**src/rtl/tpc_pkg.sv**
```systemverilog
// Constants, field layouts and timing counts of the transmit per-channel controller.
// Assumes a 40 MHz clk_i and an 8-bit register port on the same clock.
//
// What this block does
// - Access-mode bit must be set by software; reset clears it, disabling indirect access.
// - Enable bit 1 forwards per-channel bytes to the framer; 0 disables PCM processing and insertion, but signalling-source selection still applies.
// - Busy flag is 1 during an indirect access, drops on a clock edge after completion.
// - An indirect access completes within 640 ns of its start.
// - Writing address/control starts one access; 7-bit address and direction pick the target.
// - Direction bit 7 set requests a read, clear requests a write.
// - For a read, within 640 ns the data buffer holds the addressed byte.
// - PCM control at 01H-18H, idle code 19H-30H, signalling control 31H-48H.
// - Full-inversion bit inverts every bit of the channel's backplane PCM byte.
// - Sign inversion flips only the MSB; with full inversion, all bits but the MSB.
// - Idle-substitute bit replaces the channel byte with its programmed idle code.
// - Milliwatt bit replaces the channel byte with the digital milliwatt pattern.
// - Milliwatt beats idle code, idle code beats every inversion.
// - Inversion and substitutions behave the same for every framing format.
// - Zero-suppression select 00 disables zero code suppression for the channel.
// - Select 01 forces bit 8; in signalling frames with signalling bit 0, bit 7.
// - Select 10 replaces a suppressed byte with the pattern 10011000.
// - Select 11 forces bit 7 of a suppressed byte in every frame.
// - Idle code byte is sent most significant bit first.
// - Signalling-source bit picks stored A-D bits when 1, backplane signalling when 0.
// - Signalling-insert bit with a robbed-bit format enables signalling insertion.

package tpc_pkg;

   // ****************************************
   // Register offsets on the 8-bit port
   // ****************************************
   localparam logic [7:0] TPC_OFS_CONFIG      = 8'h30;
   localparam logic [7:0] TPC_OFS_STATUS      = 8'h31;
   localparam logic [7:0] TPC_OFS_ADDR_CTRL   = 8'h32;
   localparam logic [7:0] TPC_OFS_DATA        = 8'h33;

   // ****************************************
   // Register fields and reset values
   // ****************************************
   localparam int         TPC_CFG_PCEN_BIT    = 0;
   localparam int         TPC_CFG_IAM_BIT     = 1;
   localparam int         TPC_STAT_BUSY_BIT   = 7;
   localparam int         TPC_AC_DIR_BIT      = 7;
   localparam logic [7:0] TPC_ADDR_CTRL_RST   = 8'h00;
   localparam logic [7:0] TPC_DATA_RST        = 8'h00;
   localparam logic [7:0] TPC_INT_RST         = 8'h00;

   // ****************************************
   // Internal address map
   // ****************************************
   localparam int         TPC_NCHAN           = 24;
   localparam logic [6:0] TPC_IA_PCM_BASE     = 7'h01;
   localparam logic [6:0] TPC_IA_IDLE_BASE    = 7'h19;
   localparam logic [6:0] TPC_IA_SIG_BASE     = 7'h31;
   localparam logic [6:0] TPC_IA_LAST         = 7'h48;

   // ****************************************
   // Per-channel byte fields
   // ****************************************
   localparam int         TPC_PCM_INV_BIT     = 7;
   localparam int         TPC_PCM_IDLE_BIT    = 6;
   localparam int         TPC_PCM_MWS_BIT     = 5;
   localparam int         TPC_PCM_SINV_BIT    = 4;
   localparam int         TPC_PCM_ZSS0_BIT    = 1;
   localparam int         TPC_PCM_ZSS1_BIT    = 0;
   localparam int         TPC_SIG_SRC_BIT     = 7;
   localparam int         TPC_SIG_INS_BIT     = 6;

   localparam logic [1:0] TPC_ZSS_NONE        = 2'h0;
   localparam logic [1:0] TPC_ZSS_JAM8        = 2'h1;
   localparam logic [1:0] TPC_ZSS_DDS         = 2'h2;
   localparam logic [1:0] TPC_ZSS_JAM7        = 2'h3;
   localparam logic [7:0] TPC_DDS_PATTERN     = 8'h98;

   // Digital milliwatt sequence, one byte per frame
   localparam logic [63:0] TPC_MWS_SEQ        = 64'h1E0B0B1E9E8B8B9E;

   // ****************************************
   // Timing
   // ****************************************
   localparam int         TPC_CLK_PERIOD_NS   = 25;
   localparam int         TPC_ACCESS_NS       = 640;
   localparam int         TPC_ACCESS_CYC      = TPC_ACCESS_NS / TPC_CLK_PERIOD_NS;

   typedef enum logic {TPC_ACC_IDLE, TPC_ACC_RUN} tpc_acc_e;

endpackage : tpc_pkg

```
**src/rtl/tpc_fifo_if.sv**
```systemverilog
// Carrier between the controller and its output FIFO.
// Assumes both ends run on the controller's single clock.
`timescale 1ns/1ps
`default_nettype none

interface tpc_fifo_if #(
   parameter int WIDTH = 18
);
   logic             in_valid;
   logic             in_ready;
   logic [WIDTH-1:0] in_data;
   logic             out_valid;
   logic             out_ready;
   logic [WIDTH-1:0] out_data;

   modport fifo (input in_valid, in_data, out_ready, output in_ready, out_valid, out_data);
   modport user (output in_valid, in_data, out_ready, input in_ready, out_valid, out_data);
endinterface : tpc_fifo_if

`default_nettype wire

```
**src/rtl/tpc_fifo.sv**
```systemverilog
// Flip-flop FIFO with valid/ready on both sides and registered full/empty.
// Assumes a single clock; the fill side sees in_ready straight from a flop.
`timescale 1ns/1ps
`default_nettype none

module tpc_fifo
   import tpc_pkg::*;
#(
   parameter int WIDTH = 18,
   parameter int DEPTH = 8
) (
   input  wire logic clk_i,
   input  wire logic rstn_i,
   tpc_fifo_if.fifo  port
);
   localparam int AW = $clog2(DEPTH);
   localparam int CW = $clog2(DEPTH + 1);

   logic [WIDTH-1:0] mem_r [DEPTH];
   logic [AW-1:0]    wp_r;
   logic [AW-1:0]    rp_r;
   logic [CW-1:0]    cnt_r;
   logic [CW-1:0]    cnt_nxt;
   logic             room_r;
   logic             empty_r;
   wire              push = port.in_valid & room_r;
   wire              pop  = ~empty_r & port.out_ready;

   assign port.in_ready  = room_r;
   assign port.out_valid = ~empty_r;
   assign port.out_data  = mem_r[rp_r];

   always_comb begin
      cnt_nxt = cnt_r;
      if (push && !pop) begin
         cnt_nxt = cnt_r + CW'(1);
      end else if (pop && !push) begin
         cnt_nxt = cnt_r - CW'(1);
      end
   end

   always_ff @(posedge clk_i or negedge rstn_i) begin
      if (!rstn_i) begin
         wp_r    <= '0;
         rp_r    <= '0;
         cnt_r   <= '0;
         room_r  <= 1'b1;
         empty_r <= 1'b1;
      end else begin
         if (push) begin
            wp_r <= (wp_r == AW'(DEPTH - 1)) ? '0 : wp_r + AW'(1);
         end
         if (pop) begin
            rp_r <= (rp_r == AW'(DEPTH - 1)) ? '0 : rp_r + AW'(1);
         end
         cnt_r   <= cnt_nxt;
         room_r  <= (cnt_nxt != CW'(DEPTH));
         empty_r <= (cnt_nxt == '0);
      end
   end

   always_ff @(posedge clk_i) begin
      if (push) begin
         mem_r[wp_r] <= port.in_data;
      end
   end

endmodule : tpc_fifo

`default_nettype wire

```
**src/rtl/tpc_tx_perchan.sv**
```systemverilog
// Transmit per-channel controller: register port, indirect access to 72
// per-channel bytes, PCM processing and signalling selection ahead of the framer.
// Assumes backplane PCM and register strobes come from logic on clk_i.
`timescale 1ns/1ps
`default_nettype none

module tpc_tx_perchan
   import tpc_pkg::*;
#(
   parameter int FIFO_DEPTH = 8
) (
   input  wire logic       clk_i,
   input  wire logic       rstn_i,
   // Register port
   input  wire logic [7:0] reg_addr_i,
   input  wire logic [7:0] reg_wdata_i,
   input  wire logic       reg_wr_i,
   input  wire logic       reg_rd_i,
   output logic      [7:0] reg_rdata_o,
   // Backplane transmit PCM, one channel byte per beat
   input  wire logic       pcm_valid_i,
   output logic            pcm_ready_o,
   input  wire logic [7:0] pcm_data_i,
   input  wire logic [4:0] pcm_chan_i,
   input  wire logic       sig_frame_i,
   input  wire logic       sig_bit_i,
   input  wire logic [3:0] bpsig_i,
   input  wire logic       robbed_fmt_i,
   // Toward the basic transmit framer
   output logic            fr_valid_o,
   input  wire logic       fr_ready_i,
   output logic      [7:0] fr_data_o,
   output logic      [4:0] fr_chan_o,
   output logic      [3:0] fr_sig_o,
   output logic            fr_sig_ins_o
);
   localparam int NBYTES = 3 * TPC_NCHAN;
   localparam int WORD_W = 18;

   // ****************************************
   // Register port
   // ****************************************
   logic       access_mode_r;
   logic       perchan_en_r;
   logic [7:0] addr_ctrl_r;
   logic [7:0] data_buf_r;
   logic [7:0] rdata_r;
   logic       busy_r;

   wire  wr_cfg   = reg_wr_i & (reg_addr_i == TPC_OFS_CONFIG);
   wire  wr_ac    = reg_wr_i & (reg_addr_i == TPC_OFS_ADDR_CTRL);
   wire  wr_data  = reg_wr_i & (reg_addr_i == TPC_OFS_DATA);

   logic [7:0] rd_mux;
   always_comb begin
      unique case (reg_addr_i)
         TPC_OFS_CONFIG:    rd_mux = {6'h00, access_mode_r, perchan_en_r};
         TPC_OFS_STATUS:    rd_mux = {busy_r, 7'h00};
         TPC_OFS_ADDR_CTRL: rd_mux = addr_ctrl_r;
         TPC_OFS_DATA:      rd_mux = data_buf_r;
         default:           rd_mux = 8'h00;
      endcase
   end

   always_ff @(posedge clk_i or negedge rstn_i) begin
      if (!rstn_i) begin
         access_mode_r <= 1'b0;
         perchan_en_r  <= 1'b0;
         rdata_r       <= 8'h00;
      end else begin
         if (wr_cfg) begin
            access_mode_r <= reg_wdata_i[TPC_CFG_IAM_BIT];
            perchan_en_r  <= reg_wdata_i[TPC_CFG_PCEN_BIT];
         end
         if (reg_rd_i) begin
            rdata_r <= rd_mux;
         end
      end
   end
   assign reg_rdata_o = rdata_r;

   // ****************************************
   // Indirect access engine
   // ****************************************
   tpc_acc_e   acc_r;
   logic [4:0] acc_cnt_r;
   logic [7:0] bytes_r [NBYTES];

   wire [6:0] ia_addr    = addr_ctrl_r[6:0];
   wire       ia_read    = addr_ctrl_r[TPC_AC_DIR_BIT];
   wire [6:0] ia_index   = ia_addr - TPC_IA_PCM_BASE;
   wire       ia_valid_w = (reg_wdata_i[6:0] >= TPC_IA_PCM_BASE) &&
                           (reg_wdata_i[6:0] <= TPC_IA_LAST);
   // A new request is taken only in indirect mode and with no access pending
   wire       start      = wr_ac & access_mode_r & ~busy_r & ia_valid_w;
   wire       acc_done   = (acc_r == TPC_ACC_RUN) &&
                           (acc_cnt_r == 5'(TPC_ACCESS_CYC - 1));

   always_ff @(posedge clk_i or negedge rstn_i) begin
      if (!rstn_i) begin
         acc_r       <= TPC_ACC_IDLE;
         acc_cnt_r   <= 5'h00;
         busy_r      <= 1'b0;
         addr_ctrl_r <= TPC_ADDR_CTRL_RST;
      end else begin
         if (wr_ac && !busy_r) begin
            addr_ctrl_r <= reg_wdata_i;
         end
         unique case (acc_r)
            TPC_ACC_IDLE: begin
               acc_cnt_r <= 5'h00;
               if (start) begin
                  acc_r  <= TPC_ACC_RUN;
                  busy_r <= 1'b1;
               end
            end
            TPC_ACC_RUN: begin
               acc_cnt_r <= acc_cnt_r + 5'h01;
               if (acc_done) begin
                  acc_r  <= TPC_ACC_IDLE;
                  busy_r <= 1'b0;
               end
            end
         endcase
      end
   end

   // Completed read loads the buffer; it wins over a software write in that cycle
   always_ff @(posedge clk_i or negedge rstn_i) begin
      if (!rstn_i) begin
         data_buf_r <= TPC_DATA_RST;
      end else if (acc_done && ia_read) begin
         data_buf_r <= bytes_r[ia_index];
      end else if (wr_data) begin
         data_buf_r <= reg_wdata_i;
      end
   end

   always_ff @(posedge clk_i or negedge rstn_i) begin
      if (!rstn_i) begin
         for (int i = 0; i < NBYTES; i++) begin
            bytes_r[i] <= TPC_INT_RST;
         end
      end else if (acc_done && !ia_read) begin
         bytes_r[ia_index] <= data_buf_r;
      end
   end

   // ****************************************
   // Per-channel PCM processing
   // ****************************************
   logic [2:0] mws_phase_r;
   wire        chan_ok  = (pcm_chan_i < 5'(TPC_NCHAN));
   wire [6:0]  ch_idx   = chan_ok ? {2'b00, pcm_chan_i} : 7'h00;
   wire [7:0]  pcm_ctl  = bytes_r[ch_idx];
   wire [7:0]  idle_cod = bytes_r[ch_idx + 7'(TPC_NCHAN)];
   wire [7:0]  sig_ctl  = bytes_r[ch_idx + 7'(2 * TPC_NCHAN)];
   wire        active   = perchan_en_r & chan_ok;

   wire        f_inv    = pcm_ctl[TPC_PCM_INV_BIT];
   wire        f_sinv   = pcm_ctl[TPC_PCM_SINV_BIT];
   wire        f_idle   = pcm_ctl[TPC_PCM_IDLE_BIT];
   wire        f_mws    = pcm_ctl[TPC_PCM_MWS_BIT];
   wire [1:0]  zss_sel  = {pcm_ctl[TPC_PCM_ZSS1_BIT], pcm_ctl[TPC_PCM_ZSS0_BIT]};

   // Inversion mask; MSB flips when exactly one of the two bits is set
   wire [7:0]  inv_mask = {f_inv ^ f_sinv, {7{f_inv}}};
   wire [7:0]  inv_data = pcm_data_i ^ inv_mask;
   wire [7:0]  mws_byte = TPC_MWS_SEQ[63 - 8 * mws_phase_r -: 8];
   // Byte leaves bit 7 first on the line, so the idle code keeps its order
   wire [7:0]  sub_data = f_mws  ? mws_byte :
                          f_idle ? idle_cod :
                                   inv_data;

   logic [7:0] zss_data;
   always_comb begin
      zss_data = sub_data;
      if (sub_data == 8'h00) begin
         unique case (zss_sel)
            TPC_ZSS_NONE: zss_data = sub_data;
            TPC_ZSS_JAM8: zss_data = (sig_frame_i && !sig_bit_i) ?
                                     8'h02 : 8'h01;
            TPC_ZSS_DDS:  zss_data = TPC_DDS_PATTERN;
            TPC_ZSS_JAM7: zss_data = 8'h02;
         endcase
      end
   end

   wire [7:0] out_byte = active ? zss_data : pcm_data_i;
   wire [3:0] sig_sel  = sig_ctl[TPC_SIG_SRC_BIT] ? sig_ctl[3:0] : bpsig_i;
   wire       sig_ins  = active & sig_ctl[TPC_SIG_INS_BIT] & robbed_fmt_i;

   // Milliwatt sequence steps once per frame, after the last channel
   wire       accept   = pcm_valid_i & pcm_ready_o;
   always_ff @(posedge clk_i or negedge rstn_i) begin
      if (!rstn_i) begin
         mws_phase_r <= 3'h0;
      end else if (accept && pcm_chan_i == 5'(TPC_NCHAN - 1)) begin
         mws_phase_r <= mws_phase_r + 3'h1;
      end
   end

   // ****************************************
   // Output FIFO and registered framer stage
   // ****************************************
   tpc_fifo_if #(.WIDTH(WORD_W)) fq ();

   assign fq.in_valid  = pcm_valid_i;
   assign fq.in_data   = {sig_ins, sig_sel, pcm_chan_i, out_byte};
   assign pcm_ready_o  = fq.in_ready;
   assign fq.out_ready = ~fr_valid_o | fr_ready_i;

   tpc_fifo #(
      .WIDTH (WORD_W),
      .DEPTH (FIFO_DEPTH)
   ) u_fifo (
      .clk_i  (clk_i),
      .rstn_i (rstn_i),
      .port   (fq.fifo)
   );

   always_ff @(posedge clk_i or negedge rstn_i) begin
      if (!rstn_i) begin
         fr_valid_o   <= 1'b0;
         fr_data_o    <= 8'h00;
         fr_chan_o    <= 5'h00;
         fr_sig_o     <= 4'h0;
         fr_sig_ins_o <= 1'b0;
      end else if (fq.out_valid && fq.out_ready) begin
         fr_valid_o   <= 1'b1;
         fr_data_o    <= fq.out_data[7:0];
         fr_chan_o    <= fq.out_data[12:8];
         fr_sig_o     <= fq.out_data[16:13];
         fr_sig_ins_o <= fq.out_data[17];
      end else if (fr_ready_i) begin
         fr_valid_o   <= 1'b0;
      end
   end

endmodule : tpc_tx_perchan

`default_nettype wire

```
**config.mk**
```make
export PLATFORM = sky130hd
export DESIGN_NAME = tpc_tx_perchan
export DESIGN_NICKNAME = d
export VERILOG_FILES = /design/src/rtl/tpc_pkg.sv /design/src/rtl/tpc_fifo_if.sv /design/src/rtl/tpc_fifo.sv /design/src/rtl/tpc_tx_perchan.sv
export SDC_FILE = /design/constraint.sdc
export NUM_CORES = 2
export LEC_CHECK = 0
export ABC_AREA = 1
export BUFFER_PORTS_ARGS = -buffer_cell sky130_fd_sc_hd__buf_2
export CAP_MARGIN = 5
export CORE_MARGIN = 1.5
export CORE_UTILIZATION = 54
export CTS_CLUSTER_DIAMETER = 200
export CTS_CLUSTER_SIZE = 40
export DETAILED_ROUTE_END_ITERATION = 10
export GPL_TIMING_DRIVEN = 1
export PLACE_DENSITY = 0.74
export SLEW_MARGIN = 20
export SYNTH_ARGS = -nofsm -noshare
export SYNTH_HDL_FRONTEND = slang
export SYNTH_HIERARCHICAL = 1
export SYNTH_SLANG_ARGS = --single-unit
```
**constraint.sdc**
```tcl
create_clock -name clk_i -period 7.2 [get_ports clk_i]
set_input_delay 0.72 -clock clk_i [delete_from_list [all_inputs] [get_ports clk_i]]
set_output_delay 0.72 -clock clk_i [all_outputs]
set_load 0.005 [all_outputs]
```
==> metrics.md <==
| Metric | Value |
|---|---|
| DR top layer | met5 |
| # rows | 99 |
| Hold-fix buffers, CTS | 0 |
| Reg power frac | 56.2% |
| Die Ht | around 280 um |
| First-pass GRT wire length | approximately 200 mm |
| CP endpoint kind | register |
| Final core utilization | 56.6% |
| Drt via density | 6.07 |
| Drt drc | 0 |
| Antenna violations before repair | 1 |
| Clk sinks | 787 |
| Post-CTS Setup Bufs | 0 |
| Count of cell types in the netlist | 57 |
| Unrepaired setup endpoints after global routing | false |
| Sw frac | 32.1% |
| EDFF count, synth | 144 |
| All-Layer GR Usage | 32.8% |
| Grt ovf | 0 |
| H-tree Lvls | 1 |
| Final worst-path cycle share | 69.3% |
| Post-DRT Antenna Nets | 0 |
| Sequential area share after synthesis | about 50% |
| Startpoint class of the critical path | register |
| CTS resizes | 0 |
| Worst-Margin Slew | between 1 and 1.5 ns |
| Diodes inserted | 0 |
| Clock power share | about 22% |
| Mean Syn Cell Area | approximately 7.8 um2 |
| DR WL met2 | 56.4 mm |
| Initial Util | 54.9% |
| Status | completed |
| Max-Slew Margin vs Limit | 18.2% |
| Post-Synthesis Cell Area | around 40000 um2 |
| DR vias | about 36000 |
| DRT iter0 DRCs | 4439 |
| GPL Wtd Cong | 0.938 |
| Max Cap Viol | 0 |
| Root Driver | clkbuf_16 |
| Crit path arrival time | 5.46 ns |
| Max frequency | 200 MHz |
| Largest area contributor in the netlist | dfrtp_1 |
| Most common library cells after synthesis | nand2_1, o21ai_0, dfrtp_1 |
| Total count of hold-check failures in the final report | 0 |
| Ports | 70 |
| Final setup viols | 0 |
| Largest net degree at the start of global routing | 176 |
| Die footprint | 76300 um2 |
| Worst Path Required | ~7.7 ns |
| Final WL | between 100 and 150 mm |
| Routed met1 length | 51.7 mm |
| Wire per inst | 21.4 um |
| Post-Route Skew | 0.0335 ns |
| Final Max Tran Viols | 0 |
| CTS buffer count | 23 |
| Die width | 276 um |
| CP max FO | 66 |
| Post-Syn Nets | 5202 |
| Worst-path clk slew | 0.16 ns |
| Minimum clock period | 4.99 ns |
| Clk_lat worst skew | approximately 0.64 ns |
| Share of layout cells above drive strength 1 | 5.33% |
| Yosys warns | 6 |
| DP HPWL | 78.7 mm |
| Top-area cell type share of the netlist area | 39.8% |
| Met3 wire len | 13.0 mm |
| Fin Setup TNS | 0 ns |
| Synth Instances | 5147 |
| Combinational share of power | 21.5% |
| Crit Path Class | reg -> reg |
| P_sw | 2.80 mW |
| Power Density | 210 nW/um2 |
| Ys async rst share | 81.7% |
| Number of port buffers | 69 |
| Clock Path Buffers | 3 |
| DR pass1 iterations | 8 |
| Core footprint | 73500 um2 |
| Vias in the first global route | 33300 |
| Final Total Pwr | 8.72 mW |
| Nets | 5004 |
| Peak supply drop | 0.231 mV |
| Area growth syn-to-layout | 3.15% |
| Hold/Removal Path Class | in -> async |
| Seq cells post-synth | 787 |
| Most frequent cell after synthesis | nand2_1 |
| Layout fillers | 6822 |
| Main flop type after synthesis | dfrtp_1 |
| CTS tree | done |
| P_int | 5.92 mW |
| P_leak | 17.2 nW |
| Synth area leaders | dfrtp_1, nand2_1, o21ai_0 |
## worst paths after layout
check                                     from             end  slack (ns)  depth (start not counted)
worst max-delay path            addr_ctrl_r[0]   data_buf_r[4]        2.21                         12
max in group asynchronous               rstn_i    bytes_r[130]        5.60                          2
worst min-delay path                    rstn_i    bytes_r[429]        0.09                          1
worst max register to register  addr_ctrl_r[0]   data_buf_r[4]        2.21                         12
min in group clk_i                    reg_rd_i  reg_rdata_o[6]        0.36                          3
worst min register to register  mws_phase_r[2]  mws_phase_r[2]        0.48                          1
## sequential cells by signal, summed over array words and instances (netlist names), 3 cells and up
| signal | cells |
|---|---|
| mws_phase_r | 3 |
| fr_chan_o | 5 |
| bytes_r | 576 |
| fr_sig_o | 4 |
| u_fifo/cnt_r | 4 |
| fr_data_o | 8 |
| acc_cnt_r | 5 |
| addr_ctrl_r | 8 |
| u_fifo/mem_r | 144 |
| data_buf_r | 8 |
| u_fifo/rp_r | 3 |
| u_fifo/wp_r | 3 |
| reg_rdata_o | 8 |
## cell families after synthesis
kind of cell	share of synthesized area (%)
mux	1.10
flops	50.7
buf+inv	6.39
xor+xnor	0.130
fa+ha+maj	0.404
compound gates	17.5
simple gates	23.9
## cell type report
type / count / area (um2) / share of cell area [%]
Inverter: 242 / 913 / 2.20
Multi-Input combinational cell: 3754 / 17400 / 41.8
Clock buffer: 31 / 606 / 1.46
Sequential cell: 787 / 20400 / 49.1
Timing Repair Buffer: 141 / 1030 / 2.47
Tap cell: 959 / 1200 / 2.89
Clock inverter: 1 / 16.3 / 0.0391
## critical path, stage by stage, from the launching register on
cell	delay (ns)
dfrtp_4	0.78
buf_4	0.64
buf_4	0.75
buf_4	0.62
o21ai_0	0.18
a22oi_1	0.33
o221ai_1	0.28
nand2_1	0.13
nand4_1	0.44
nand2_1	0.19
o2111ai_1	0.14
o211ai_1	0.12
o21ai_0	0.13
## power groups by stage
stage	logic, mW	registers, mW	clock network, mW
5_1_grt	2.05	4.92	2.10
6_report	1.88	4.90	1.95
2_1_floorplan	1.24	4.93	0
3_3_place_gp	1.81	4.98	0
4_1_cts	1.86	4.90	1.97
3_5_place_dp	1.86	4.98	0
## placed cells by master (no fill, tap or decap), types with 18 or more instances in the layout
cell type,instances
a21oi_1,145
buf_2,67
buf_4,62
clkbuf_16,23
dfrtp_1,638
edfxtp_1,144
inv_1,220
inv_2,19
mux2_2,18
mux2i_1,24
nand2_1,1697
nand3_1,274
nand4_1,43
nor2_1,312
nor2_2,22
o211ai_1,76
o21ai_0,877
o21ai_1,71
o22ai_1,25
o31ai_1,22
## metrics by stage
step / area, um2 / hold WS [ns] / std cells / worst slack, ns
2_1_floorplan: 40300 / 0.424 / 5147 / 3.94
3_3_place_gp: 40900 / 0.466 / 5883 / 2.07
3_5_place_dp: 40900 / 0.460 / 5883 / 1.93
4_1_cts: 41600 / 0.104 / 5915 / 2.56
5_1_grt: 41600 / 0.132 / 5915 / 2.10
6_report: 41600 / 0.0874 / 5915 / 2.21
## metal layers
metal | vias to the layer above | global-route usage (%)
li1 | 16700 | -
met1 | 17100 | 45.2
met2 | 1845 | 51.3
met3 | 322 | 6.07
met4 | 2 | 13.0
met5 | - | 0.250
No activity file was read; power rests on OpenSTA's default activity.
